<file path="config.mk">
export PLATFORM = sky130hd
export DESIGN_NAME = scde_engine
export DESIGN_NICKNAME = d
export VERILOG_FILES = /design/src/logic/scde_pkg.sv /design/src/logic/scde_engine.sv
export SDC_FILE = /design/constraint.sdc
export NUM_CORES = 1
export LEC_CHECK = 0
export ABC_AREA = 1
export BUFFER_PORTS_ARGS = -buffer_cell sky130_fd_sc_hd__clkbuf_2
export CORE_MARGIN = 2
export CORE_UTILIZATION = 45
export DETAILED_ROUTE_END_ITERATION = 7
export PLACE_DENSITY = 0.65
export SLEW_MARGIN = 20
export SYNTH_ARGS = -nofsm -noshare
export SYNTH_HDL_FRONTEND = slang
export SYNTH_SLANG_ARGS = --single-unit
</file>
<file path="constraint.sdc">
create_clock -name clk_in -period 2.2 [get_ports clk_in]
set_input_delay 0.11 -clock clk_in [delete_from_list [all_inputs] [get_ports clk_in]]
set_output_delay 0.11 -clock clk_in [all_outputs]
set_load 0.02 [all_outputs]
</file>
<file path="src/logic/scde_pkg.sv">
// Purpose: Constants and types for the cover datagram serial engine
// Assumes: 32-bit AXI4-Lite register bus, byte address = 4 * index
// Notes: Offsets are register indices as printed
package scde_pkg;
	localparam logic [6:0] IDX_HOMING = 7'h01;
	localparam logic [6:0] IDX_SOUT_CFG = 7'h04;
	localparam logic [6:0] IDX_STEP_CFG = 7'h0a;
	localparam logic [6:0] IDX_EVENTS = 7'h0e;
	localparam logic [6:0] IDX_STATUS = 7'h0f;
	localparam logic [6:0] IDX_SW_VEL = 7'h1d;
	localparam logic [6:0] IDX_VEL_NOW = 7'h22;
	localparam logic [6:0] IDX_CUR_DATA = 7'h7b;
	localparam logic [6:0] IDX_PT_LOW = 7'h6c;
	localparam logic [6:0] IDX_PT_HIGH = 7'h6d;
	localparam logic [6:0] IDX_RP_LOW = 7'h6e;
	localparam logic [6:0] IDX_RP_HIGH = 7'h6f;
	localparam int LEN_LSB = 13;
	localparam int FMT_LSB = 0;
	localparam int LOWT_LSB = 20;
	localparam int HIGHT_LSB = 24;
	localparam int BLKT_LSB = 28;
	localparam int AUTO_COVER_BIT = 0;
	localparam int MASK_LSB = 16;
	localparam int EV_DONE_BIT = 0;
	localparam int EV_MOTOR_BIT = 30;
	localparam logic [6:0] LEN_MAX = 7'h40;
	localparam logic [6:0] LEN_WORD = 7'h20;
	localparam logic [6:0] LEN_FMT_A = 7'h0c;
	localparam logic [6:0] LEN_FMT_B = 7'h14;
	localparam logic [6:0] LEN_FMT_C = 7'h28;
	localparam logic [3:0] TIME_MIN = 4'h2;
	localparam logic [31:0] RESET_WORD = 32'h0000_0000;
	localparam logic [1:0] RESP_OKAY = 2'b00;
	localparam logic [1:0] RESP_SLVERR = 2'b10;

	typedef struct packed {
		logic [63:0] data;
		logic [6:0] len;
	} scde_frame_t;

	typedef enum logic [1:0] {
		ST_IDLE,
		ST_LOW,
		ST_HIGH,
		ST_BLOCK
	} scde_state_t;
endpackage : scde_pkg

</file>
<file path="src/logic/scde_engine.sv">
// Purpose: Cover datagram serial master with AXI4-Lite registers
// Assumes: Serial reply input from another domain, synchronised twice
// Notes: Current datagrams arrive on a same-clock request port
// What this block does
// - Two 32-bit cover words hold 64 bits
// - Cover length from config bits 19:13
// - Length above 64 sends 64 bits
// - Zero length uses selected driver format length
// - Format code picks 12, 20, 40 or off
// - Cover LSB sits at low word bit 0
// - Every datagram shifts out MSB first
// - Short datagram: low word write sends it
// - Long datagram: high first, low write sends
// - Reply stored in 64-bit reply pair
// - Done flag set when a cover reply is stored
// - Automatic cover only up to 32 bits
// - Threshold register and automatic enable bit
// - Crossing sends low or high word
// - Replies to all datagrams go to reply pair
// - Driver status bits copied to status 31:24
// - Masked driver status ORed into event 30
// - Zero timing values mean two cycles
// - Clock and select high during block time
// - Reply sampled during the same transfer
module scde_engine (
	input wire logic clk_in,
	input wire logic rstn_in,
	input wire logic ce_in,
	input wire logic [8:0] s_axi_awaddr,
	input wire logic s_axi_awvalid,
	output logic s_axi_awready,
	input wire logic [31:0] s_axi_wdata,
	input wire logic [3:0] s_axi_wstrb,
	input wire logic s_axi_wvalid,
	output logic s_axi_wready,
	output logic [1:0] s_axi_bresp,
	output logic s_axi_bvalid,
	input wire logic s_axi_bready,
	input wire logic [8:0] s_axi_araddr,
	input wire logic s_axi_arvalid,
	output logic s_axi_arready,
	output logic [31:0] s_axi_rdata,
	output logic [1:0] s_axi_rresp,
	output logic s_axi_rvalid,
	input wire logic s_axi_rready,
	input wire logic [31:0] ramp_velocity_now_in,
	input wire logic cur_req_in,
	input wire logic [63:0] cur_data_in,
	output logic cur_ack_out,
	output logic driver_serial_clock_out,
	output logic driver_select_n_out,
	output logic driver_serial_out_out,
	input wire logic driver_serial_in_in
);
	logic [31:0] homing_r, sout_cfg_r, step_cfg_r, sw_vel_r;
	logic [31:0] pt_low_r, pt_high_r, rp_low_r, rp_high_r;
	logic [31:0] events_r;
	logic [7:0] drv_status_r;
	logic [8:0] awaddr_r;
	logic [31:0] wdata_r;
	logic [3:0] wstrb_r;
	logic aw_have_r, w_have_r;
	logic wr_go;
	logic wr_ok;
	logic [6:0] wr_idx;
	logic rd_go;
	logic rd_clr_events;
	logic cover_pend_r;
	logic auto_pend_r;
	logic auto_sel_high_r;
	logic above_r;
	logic above_now;
	scde_pkg::scde_state_t state_r;
	scde_pkg::scde_frame_t tx_r;
	logic [63:0] rx_r;
	logic [6:0] bit_cnt_r;
	logic [3:0] tim_r;
	logic is_cover_r;
	logic sdi_s1_r, sdi_s2_r;
	logic [6:0] cover_len;
	logic start_cover, start_auto, start_cur;
	logic xfer_end;
	logic [3:0] fmt;
	logic link_on;

	// Pass-through of a narrow time field; zero becomes two cycles
	function automatic logic [3:0] eff_time(input logic [3:0] t);
		eff_time = (t == 4'h0) ? scde_pkg::TIME_MIN : t;
	endfunction : eff_time

	function automatic logic [31:0] abs32(input logic [31:0] v);
		abs32 = v[31] ? (~v + 32'h0000_0001) : v;
	endfunction : abs32

	function automatic logic [31:0] merge(input logic [31:0] old,
		input logic [31:0] d, input logic [3:0] s);
		for (int i = 0; i < 4; i++)
			merge[i*8 +: 8] = s[i] ? d[i*8 +: 8] : old[i*8 +: 8];
	endfunction : merge

	assign fmt = sout_cfg_r[scde_pkg::FMT_LSB +: 4];
	// A zero length would wrap the bit counter, so it never starts a frame
	assign link_on = fmt != 4'h0 && cover_len != 7'h00;

	// Cover length: programmed, clamped, or derived from format
	always_comb
	begin
		cover_len = sout_cfg_r[scde_pkg::LEN_LSB +: 7];
		if (cover_len > scde_pkg::LEN_MAX)
			cover_len = scde_pkg::LEN_MAX;
		if (cover_len == 7'h00)
		begin
			unique case (fmt[3:1])
				3'b100: cover_len = scde_pkg::LEN_FMT_A;
				3'b101: cover_len = scde_pkg::LEN_FMT_B;
				3'b110: cover_len = scde_pkg::LEN_FMT_C;
				default: cover_len = 7'h00;
			endcase
		end
	end

	// AXI write channel capture, either order
	assign s_axi_awready = ~aw_have_r & ~s_axi_bvalid;
	assign s_axi_wready = ~w_have_r & ~s_axi_bvalid;
	assign wr_go = aw_have_r & w_have_r & ~s_axi_bvalid;
	assign wr_idx = awaddr_r[8:2];
	always_comb
	begin
		unique case (wr_idx)
			scde_pkg::IDX_HOMING, scde_pkg::IDX_SOUT_CFG,
			scde_pkg::IDX_STEP_CFG, scde_pkg::IDX_SW_VEL,
			scde_pkg::IDX_PT_LOW, scde_pkg::IDX_PT_HIGH: wr_ok = 1'b1;
			default: wr_ok = 1'b0;
		endcase
	end

	always_ff @(posedge clk_in or negedge rstn_in)
	begin
		if (!rstn_in)
		begin
			aw_have_r <= 1'b0;
			w_have_r <= 1'b0;
			awaddr_r <= 9'h000;
			wdata_r <= scde_pkg::RESET_WORD;
			wstrb_r <= 4'h0;
			s_axi_bvalid <= 1'b0;
			s_axi_bresp <= scde_pkg::RESP_OKAY;
		end
		else if (ce_in)
		begin
			if (s_axi_awvalid && s_axi_awready)
			begin
				aw_have_r <= 1'b1;
				awaddr_r <= s_axi_awaddr;
			end
			if (s_axi_wvalid && s_axi_wready)
			begin
				w_have_r <= 1'b1;
				wdata_r <= s_axi_wdata;
				wstrb_r <= s_axi_wstrb;
			end
			if (wr_go)
			begin
				aw_have_r <= 1'b0;
				w_have_r <= 1'b0;
				s_axi_bvalid <= 1'b1;
				s_axi_bresp <= wr_ok ? scde_pkg::RESP_OKAY :
					scde_pkg::RESP_SLVERR;
			end
			else if (s_axi_bready)
				s_axi_bvalid <= 1'b0;
		end
	end

	// Software registers
	always_ff @(posedge clk_in or negedge rstn_in)
	begin
		if (!rstn_in)
		begin
			homing_r <= scde_pkg::RESET_WORD;
			sout_cfg_r <= scde_pkg::RESET_WORD;
			step_cfg_r <= scde_pkg::RESET_WORD;
			sw_vel_r <= scde_pkg::RESET_WORD;
			pt_low_r <= scde_pkg::RESET_WORD;
			pt_high_r <= scde_pkg::RESET_WORD;
		end
		else if (ce_in && wr_go)
		begin
			unique case (wr_idx)
				scde_pkg::IDX_HOMING:
					homing_r <= merge(homing_r, wdata_r, wstrb_r);
				scde_pkg::IDX_SOUT_CFG:
					sout_cfg_r <= merge(sout_cfg_r, wdata_r, wstrb_r);
				scde_pkg::IDX_STEP_CFG:
					step_cfg_r <= merge(step_cfg_r, wdata_r, wstrb_r);
				scde_pkg::IDX_SW_VEL:
					sw_vel_r <= merge(sw_vel_r, wdata_r, wstrb_r);
				scde_pkg::IDX_PT_LOW:
					pt_low_r <= merge(pt_low_r, wdata_r, wstrb_r);
				scde_pkg::IDX_PT_HIGH:
					pt_high_r <= merge(pt_high_r, wdata_r, wstrb_r);
				default: ;
			endcase
		end
	end

	// AXI read channel; reading events clears them
	assign s_axi_arready = ~s_axi_rvalid;
	assign rd_go = s_axi_arvalid & s_axi_arready;
	assign rd_clr_events = rd_go && (s_axi_araddr[8:2] == scde_pkg::IDX_EVENTS);
	always_ff @(posedge clk_in or negedge rstn_in)
	begin
		if (!rstn_in)
		begin
			s_axi_rvalid <= 1'b0;
			s_axi_rdata <= scde_pkg::RESET_WORD;
			s_axi_rresp <= scde_pkg::RESP_OKAY;
		end
		else if (ce_in)
		begin
			if (rd_go)
			begin
				s_axi_rvalid <= 1'b1;
				s_axi_rresp <= scde_pkg::RESP_OKAY;
				unique case (s_axi_araddr[8:2])
					scde_pkg::IDX_HOMING: s_axi_rdata <= homing_r;
					scde_pkg::IDX_SOUT_CFG: s_axi_rdata <= sout_cfg_r;
					scde_pkg::IDX_STEP_CFG: s_axi_rdata <= step_cfg_r;
					scde_pkg::IDX_EVENTS: s_axi_rdata <= events_r;
					scde_pkg::IDX_STATUS:
						s_axi_rdata <= {drv_status_r, 24'h000000};
					scde_pkg::IDX_SW_VEL: s_axi_rdata <= sw_vel_r;
					scde_pkg::IDX_PT_LOW: s_axi_rdata <= pt_low_r;
					scde_pkg::IDX_PT_HIGH: s_axi_rdata <= pt_high_r;
					scde_pkg::IDX_RP_LOW: s_axi_rdata <= rp_low_r;
					scde_pkg::IDX_RP_HIGH: s_axi_rdata <= rp_high_r;
					default:
					begin
						s_axi_rdata <= scde_pkg::RESET_WORD;
						s_axi_rresp <= scde_pkg::RESP_SLVERR;
					end
				endcase
			end
			else if (s_axi_rready)
				s_axi_rvalid <= 1'b0;
		end
	end

	// Velocity threshold crossing detection
	assign above_now = abs32(ramp_velocity_now_in) >= sw_vel_r;
	always_ff @(posedge clk_in or negedge rstn_in)
	begin
		if (!rstn_in)
			above_r <= 1'b0;
		else if (ce_in)
			above_r <= above_now;
	end

	// Pending requests; a new request wins over its own clear
	always_ff @(posedge clk_in or negedge rstn_in)
	begin
		if (!rstn_in)
		begin
			cover_pend_r <= 1'b0;
			auto_pend_r <= 1'b0;
			auto_sel_high_r <= 1'b0;
		end
		else if (ce_in)
		begin
			if (start_cover)
				cover_pend_r <= 1'b0;
			if (wr_go && wr_idx == scde_pkg::IDX_PT_LOW && link_on)
				cover_pend_r <= 1'b1;
			if (start_auto)
				auto_pend_r <= 1'b0;
			if (homing_r[scde_pkg::AUTO_COVER_BIT] && above_now != above_r
				&& cover_len <= scde_pkg::LEN_WORD && link_on)
			begin
				auto_pend_r <= 1'b1;
				auto_sel_high_r <= above_now;
			end
		end
	end

	assign start_cover = state_r == scde_pkg::ST_IDLE && cover_pend_r;
	assign start_auto = state_r == scde_pkg::ST_IDLE && !cover_pend_r
		&& auto_pend_r;
	assign start_cur = state_r == scde_pkg::ST_IDLE && !cover_pend_r
		&& !auto_pend_r && cur_req_in && link_on;
	assign cur_ack_out = start_cur;
	assign xfer_end = state_r == scde_pkg::ST_HIGH && tim_r == 4'h1
		&& bit_cnt_r == 7'h01;

	// Reply input synchroniser
	always_ff @(posedge clk_in or negedge rstn_in)
	begin
		if (!rstn_in)
		begin
			sdi_s1_r <= 1'b0;
			sdi_s2_r <= 1'b0;
		end
		else if (ce_in)
		begin
			sdi_s1_r <= driver_serial_in_in;
			sdi_s2_r <= sdi_s1_r;
		end
	end

	// Serial engine: low phase, high phase per bit, then block time
	always_ff @(posedge clk_in or negedge rstn_in)
	begin
		if (!rstn_in)
		begin
			state_r <= scde_pkg::ST_BLOCK;
			tx_r <= '0;
			rx_r <= 64'h0;
			bit_cnt_r <= 7'h00;
			tim_r <= scde_pkg::TIME_MIN;
			is_cover_r <= 1'b0;
		end
		else if (ce_in)
		begin
			unique case (state_r)
				scde_pkg::ST_IDLE:
				begin
					if (start_cover || start_auto || start_cur)
					begin
						state_r <= scde_pkg::ST_LOW;
						tim_r <= eff_time(sout_cfg_r[scde_pkg::LOWT_LSB +: 4]);
						rx_r <= 64'h0;
						is_cover_r <= start_cover | start_auto;
						if (start_cover)
						begin
							tx_r.data <= {pt_high_r, pt_low_r};
							tx_r.len <= cover_len;
							bit_cnt_r <= cover_len;
						end
						else if (start_auto)
						begin
							tx_r.data <= {32'h0, auto_sel_high_r ?
								pt_high_r : pt_low_r};
							tx_r.len <= cover_len;
							bit_cnt_r <= cover_len;
						end
						else
						begin
							tx_r.data <= cur_data_in;
							tx_r.len <= cover_len;
							bit_cnt_r <= cover_len;
						end
					end
				end
				scde_pkg::ST_LOW:
				begin
					if (tim_r == 4'h1)
					begin
						state_r <= scde_pkg::ST_HIGH;
						tim_r <= eff_time(sout_cfg_r[scde_pkg::HIGHT_LSB +: 4]);
						rx_r <= {rx_r[62:0], sdi_s2_r};
					end
					else
						tim_r <= tim_r - 4'h1;
				end
				scde_pkg::ST_HIGH:
				begin
					if (tim_r != 4'h1)
						tim_r <= tim_r - 4'h1;
					else if (bit_cnt_r == 7'h01)
					begin
						state_r <= scde_pkg::ST_BLOCK;
						tim_r <= eff_time(sout_cfg_r[scde_pkg::BLKT_LSB +: 4]);
					end
					else
					begin
						state_r <= scde_pkg::ST_LOW;
						tim_r <= eff_time(sout_cfg_r[scde_pkg::LOWT_LSB +: 4]);
						bit_cnt_r <= bit_cnt_r - 7'h01;
					end
				end
				scde_pkg::ST_BLOCK:
				begin
					if (tim_r == 4'h1)
						state_r <= scde_pkg::ST_IDLE;
					else
						tim_r <= tim_r - 4'h1;
				end
			endcase
		end
	end

	// Outputs: bit at index count-1 is the MSB of the datagram
	always_ff @(posedge clk_in or negedge rstn_in)
	begin
		if (!rstn_in)
		begin
			driver_serial_clock_out <= 1'b1;
			driver_select_n_out <= 1'b1;
			driver_serial_out_out <= 1'b0;
		end
		else if (ce_in)
		begin
			driver_serial_clock_out <= state_r != scde_pkg::ST_LOW;
			driver_select_n_out <= !(state_r == scde_pkg::ST_LOW ||
				state_r == scde_pkg::ST_HIGH);
			if (state_r == scde_pkg::ST_LOW || state_r == scde_pkg::ST_HIGH)
				driver_serial_out_out <=
					tx_r.data[6'(bit_cnt_r - 7'h01)];
		end
	end

	// Reply store, status copy and events
	always_ff @(posedge clk_in or negedge rstn_in)
	begin
		if (!rstn_in)
		begin
			rp_low_r <= scde_pkg::RESET_WORD;
			rp_high_r <= scde_pkg::RESET_WORD;
			drv_status_r <= 8'h00;
			events_r <= scde_pkg::RESET_WORD;
		end
		else if (ce_in)
		begin
			if (rd_clr_events)
				events_r <= scde_pkg::RESET_WORD;
			if (xfer_end)
			begin
				{rp_high_r, rp_low_r} <= rx_r;
				drv_status_r <= rx_r[7:0];
				if (is_cover_r)
					events_r[scde_pkg::EV_DONE_BIT] <= 1'b1;
			end
			if (|(drv_status_r & step_cfg_r[scde_pkg::MASK_LSB +: 8]))
				events_r[scde_pkg::EV_MOTOR_BIT] <= 1'b1;
		end
	end
endmodule : scde_engine

</file>
## Word level (Yosys, flattened, before mapping)

Cells that the tools add are included.

| storage, ports and cells | value |
|---|---|
| register bits after elaboration | 502 |
| latch bits | 0 |
| bits in writable memories | 0 |
| memory bits (read-only) | 0 |
| bits of input ports | 160 |
| output and inout port bits | 45 |
| word-level logic and storage cells | 243 |
| memories | 0 |

| operators by class | value |
|---|---|
| add/sub/neg operators | 3 |
| multipliers | 0 |
| divide/modulo/power cells | 0 |
| magnitude comparators | 4 |
| equality and inequality tests | 33 |
| shift operators | 0 |
| muxes and demuxes | 51 |
| bitwise gates (word level) | 12 |
| reductions and logical operators | 86 |

Operators with widths:

| kind | number |
|---|---|
| 32-bit one-hot mux with 10 select lines | 1 |
| 71-bit two-way mux | 2 |
| 64-bit two-way mux | 2 |
| 64-bit one-hot mux with 2 select lines | 1 |
| 3-bit AND reduction | 26 |
| 32-bit two-way mux | 2 |
| 7-bit equality test (second input constant) | 6 |
| 7-bit two-way mux | 5 |
| 32-bit by 1-bit adder with 32-bit output (second input constant) | 1 |
| 32-bit >= comparator | 1 |
| 4-bit two-way mux | 8 |
| 32-bit NOT | 1 |
| 31-bit two-way mux | 1 |
| 7-bit by 4-bit equality test with 1-bit output (second input constant) | 4 |
| 2-bit AND reduction | 14 |
| 7-bit by 1-bit equality test with 1-bit output (second input constant) | 3 |
| 1-bit logical AND | 18 |
| 6-bit one-hot mux with 3 select lines | 1 |
| 2-bit nonzero test | 9 |
| 1-bit two-way mux | 17 |
| 4-bit one-hot mux with 4 select lines | 1 |
| 7-bit by 3-bit equality test with 1-bit output (second input constant) | 2 |
| 7-bit by 5-bit equality test with 1-bit output (second input constant) | 2 |
| 2-bit two-way mux | 7 |
| 32 further kinds | 54 |

## Logic depth before layout (Yosys ltp)

| logic depth | value |
|---|---|
| word-level depth | 10 |
| gate-level depth with buffers | 22 |
| gate-level depth less buffers | 22 |

## Least setup slack after synthesis

Ideal clock, no wire load.

| timing path | value |
|---|---|
| path type | input-to-reg |
| start point | input port ramp_velocity_now_in[0] |
| end point | register auto_sel_high_r |
| setup time | 0.117 ns |
| data arrival time | 2.396 ns |
| data required time | 2.083 ns |
| setup slack | -0.313 ns |
| stages on the path | 21 |
| path buffers | 0 |
| cells stage by stage | inv_1 > nand3_1 > nor2_1 > nand4_1 > nor3_2 > nand3_1 > nor2_1 > inv_1 > nand2_1 > xnor2_1 > ha_1 > a21oi_1 > nor2_1 > nor2_1 > nand3_1 > a21oi_1 > nand3_1 > nand2_1 > nand3_1 > nand2_1 > nand2_1 |

| on the way | value |
|---|---|
| longest elaborated chain between the ends | 9 |

Ends and longest elaborated chain:

| what | line | RTL |
|---|---|---|
| start, declared | scde_engine.sv:46 | `input wire logic [31:0] ramp_velocity_now_in,` |
| 32-bit NOT | scde_engine.sv:92 | `abs32 = v[31] ? (~v + 32'h0000_0001) : v;` |
| 32-bit by 1-bit adder with 32-bit output | scde_engine.sv:92 |  |
| 32-bit two-way mux * | scde_engine.sv:92 |  |
| 32-bit >= comparator * | scde_engine.sv:250 | `assign above_now = abs32(ramp_velocity_now_in) >= sw_vel_r;` |
| 1-bit != test | scde_engine.sv:276 | `if (homing_r[scde_pkg::AUTO_COVER_BIT] && above_now != above_r` |
| 1-bit logical AND | scde_engine.sv:276 |  |
| 1-bit logical AND (2 in a row) | scde_engine.sv:277 | `&& cover_len <= scde_pkg::LEN_WORD && link_on)` |
| 2-bit AND reduction (no line) | -- |  |
| end signal, assigned | scde_engine.sv:280 | `auto_sel_high_r <= above_now;` |
| end, declared | scde_engine.sv:70 | `logic auto_sel_high_r;` |

Mark *: on every way between the ends. The rest lies on a longest branch, timed or not.
A chain may end at the register's enable or synchronous reset.

## Worst setup path in the final report

| timing path | value |
|---|---|
| start point | register sout_cfg_r[19] |
| end point | output port cur_ack_out |

| on the way | value |
|---|---|
| longest elaborated chain between the ends | 7 |

Ends and longest elaborated chain:

| what | line | RTL |
|---|---|---|
| start, declared | scde_engine.sv:55 | `logic [31:0] homing_r, sout_cfg_r, step_cfg_r, sw_vel_r;` |
| start signal, assigned | scde_engine.sv:181 | `sout_cfg_r <= scde_pkg::RESET_WORD;` |
| start signal, assigned | scde_engine.sv:193 | `sout_cfg_r <= merge(sout_cfg_r, wdata_r, wstrb_r);` |
| 7-bit > comparator | scde_engine.sv:109 | `if (cover_len > scde_pkg::LEN_MAX)` |
| 7-bit two-way mux * | scde_engine.sv:109 |  |
| 7-bit zero test | scde_engine.sv:111 | `if (cover_len == 7'h00)` |
| 7-bit two-way mux * | scde_engine.sv:111 |  |
| 7-bit nonzero test * | scde_engine.sv:103 | `assign link_on = fmt != 4'h0 && cover_len != 7'h00;` |
| 1-bit logical AND * | scde_engine.sv:103 |  |
| 1-bit logical AND * | scde_engine.sv:289 | `&& !auto_pend_r && cur_req_in && link_on;` |
| end, declared | scde_engine.sv:49 | `output logic cur_ack_out,` |

Marks and branches as above.

==> flow_summary.toml <==
[status]
status = "complete, no violations"

[worst_setup_path]
slowest_delay_ns = 0.39
crit_buf_inv = 4
critPathKind = "register to primary output"
required_ns = 2.09
r2r_start = "bit_cnt_r[1]"
path_cells = "inv_2 > nand2_2 > nand2_2 > inv_2 > nand3_2 > nand2_2 > nor2_4 > nand3_4 > nand3_4 > inv_4 > buf_6"
cp.arrival_ns = 2.08
timing.critical_path.max_delay_family = "simple AND/OR/NAND/NOR gates"
critPathLaunchType = "register"
cp-end-kind = "primary output"
slowest_stage = "dfrtp_1"
cp_max_fo = 5
setup.worst_path.start = "sout_cfg_r[19]"
cp_common_cell = "nand2_2"

[drt]
avgRoutedWirePerCell_um = 19.4
routed_wirelength_um = 79200
drcViolationCount = 0
drt-initial-drc-count = 2222
ant_nets = 0
dr.pass1.iters = 6
vias_per_cell = 5.51
vias = 22462

[timing]
fin_hold_ws_ns = 0.0472
setup_slack_ns = 0.0132
fin_tns_setup_ns = 0
worst_slew_pin_slew_ns = 0.734
timing.final.crit_share_pct = 99.4
setup_viol = 0
fmax_ghz = 0.457
drv_slew = 0
fin_worst_skew_ns = 0.0260
fin_crit_ns = 2.19
relSlewSlack_pct = 51.0
hold_viol = 0
rsz0062_at_grt = "true"

[synth]
ys.flop_type = "dfrtp_1"
synthSimpleGateAreaFrac_pct = 19.9
synth_seq_cells = 490
synth_area_um2 = 24400
synth_xor_area_share_pct = 1.22
async_flop_share_pct = 100
synth_fa_ha_area_share_pct = 2.11
synth_top_family_by_area = "simple AND/OR/NAND/NOR gates"
synth.avg_cell_area_um2 = 8.32
synth_edf_count = 0
synth-compound-area-share_pct = 18.7
ys_warn_count = 0
synth_cell_types = 46
seq_area_frac_synth_pct = 50.4
postSynthCellCount = 2929
synth.mux.area_fraction_pct = 0.231

[placed_design]
post-place-ws_ns = -0.780
gp_congestion = 0.902
portBuffers = 198
dp_hpwl_um = 56500

[clocking]
cts_max_path_buffers = 3
clk_pin_slew_ns = 0.06
cts_tree = "yes"
htreeDepth = 2
cts_made_buffers = 51
cts.sinks = 490
cts_root_buffer = "clkbuf_16"
clk_latency_ns = 0.62

[floorplanning]
die_x_um = 237
io_pins = 205
dieArea_um2 = 56000
initial_core_util_pct = 45.4
rows = 85
core_area_um2 = 53700
die_h_um = 237

[final_layout]
final_cell_mix = "699 x nand2_1, 485 x dfrtp_1, 346 x o21ai_0"
layout_commonest_cell = "nand2_1"
fillerInstances = 4679
fin_util_pct = 56.9
largestRegisters = "rx_r: 64 flops, tx_r: 64 flops"
drive_gt1_share_pct = 20.2
diodes = 0
nets = 3538
syn_to_final_growth_pct = 25.5

[grt]
grt_pass1_wl_um = 122000
grt_max_degree = 106
grt_pass1_vias = 21671
antenna_found_initial = 4
grt_usage_pct = 27.9
gr-total-overflow = 0

[hold_path]
hp-class = "input pin to register"
worstHoldStart = "s_axi_arvalid"

[pwr]
power_density_nw_per_um2 = 876
p_leak_uw = 0.0147
ir_drop_uv = 582

[flow_run]
maxCapViolCount = 0
[where the power goes]
group | leakage, µW | internal [µW] | total [µW] | switching, µW
clock network | 0.000843 | 5140 | 8850 | 3710
logic | 0.00750 | 2450 | 7350 | 4900
registers | 0.00633 | 10000 | 10600 | 566
total | 0.0147 | 17600 | 26800 | 9180
[cells by family (layout without fill, tap and decap cells)]
group	Yosys count	after routing
AOI/OAI and AO/OA	763	763
xor gates and xnor gates	34	34
adders and majority gates	41	41
buffers and inverters	422	870
DFF	490	490
muxes	5	5
other	1	2
and+or+nand+nor	1173	1173
[final timing paths]
path	slack (ns)	cells after the start	end
max in group asynchronous	1.41	3	rp_low_r[8]
hold / removal	0.05	6	s_axi_rdata[21]
hold reg to reg	0.47	2	sdi_s1_r
min in group asynchronous	0.15	2	driver_select_n_out
setup / recovery	0.01	11	cur_ack_out
setup reg to reg	0.07	16	driver_serial_out_out
[through the flow]
| stage | total power, µW | cell area (µm²) | cells |
|---|---|---|---|
| CTS | 26500 | 30200 | 4055 |
| global placement | 17200 | 27200 | 3844 |
| finish | 26800 | 30600 | 4074 |
| floorplan | 14600 | 24400 | 2930 |
| detailed placement | 17400 | 27200 | 3844 |
| global route | 28000 | 30600 | 4074 |
[synthesized netlist by cell type, types with 2 or more instances]
library cell,count,area (µm²)
nand2_1,719,2700
dfrtp_1,485,12100
o21ai_0,351,1760
inv_1,257,965
nor2_1,240,901
a21oi_1,136,681
nand3_1,118,591
clkbuf_1,116,435
o21ai_2,95,832
nand4_1,46,288
o22ai_1,44,275
ha_1,41,513
o221ai_1,34,298
a22oi_1,32,240
buf_6,29,327
o21ai_1,23,115
xor2_1,23,201
nor3_1,22,110
o211ai_1,16,120
a31oi_1,11,68.8
xnor2_1,11,96.3
o2111ai_1,10,87.6
buf_2,6,30.0
dfstp_2,5,131
inv_2,5,18.8
mux2_2,5,56.3
nor2_2,5,31.3
buf_1,4,15.0
buf_4,4,30.0
nor4_1,4,25.0
nor4_2,4,50.1
o31ai_1,4,30.0
nand2_2,3,18.8
nand3_2,3,30.0
nor3_2,3,30.0
o21a_1,3,22.5
nand3_4,2,35.0
or3_1,2,12.5
[repair_timing]
| item | CTS | global route |
|---|---|---|
| hold endpoints to repair | 599 | 0 |
| endpoints found under the setup margin | 112 | 139 |
| gates resized for setup | 17 | 72 |
| hold buffers | 114 | 0 |
| pin swaps | 6 | 38 |
| setup buffers | 3 | 18 |
| gates cloned | 0 | 1 |
[worst reg2reg max path, delay by kind of cell (launching register included)]
| family | cells | cell delay [ns] |
|---|---|---|
| DFF | 1 | 0.37 |
| buffers and inverters | 4 | 0.50 |
| adders and majority gates | 1 | 0.24 |
| and+or+nand+nor | 9 | 0.76 |
| AOI/OAI and AO/OA | 2 | 0.17 |
[cell type report]
cell class                 count  area [µm²]  area share (%)
clock buffer                  76        1480            4.84
clock inverter                18         230           0.753
inverter                     263        1020            3.33
multi-input combinational   2018       10600            34.7
sequential                   490       12300            40.1
tap                          696         871            2.85
timing repair buffer         513        4100            13.4
[layer usage]
| metal | wire, µm | track usage [%] | vias up |
|---|---|---|---|
| met2 | 35900 | 43.7 | 955 |
| met4 | 2490 | 9.47 | 2 |
| li1 | - | - | 10578 |
| met3 | 6550 | 3.98 | 137 |
| met5 | 12 | 0 | - |
| met1 | 34300 | 39.9 | 10790 |
No activity file was read; power rests on OpenSTA's default activity.
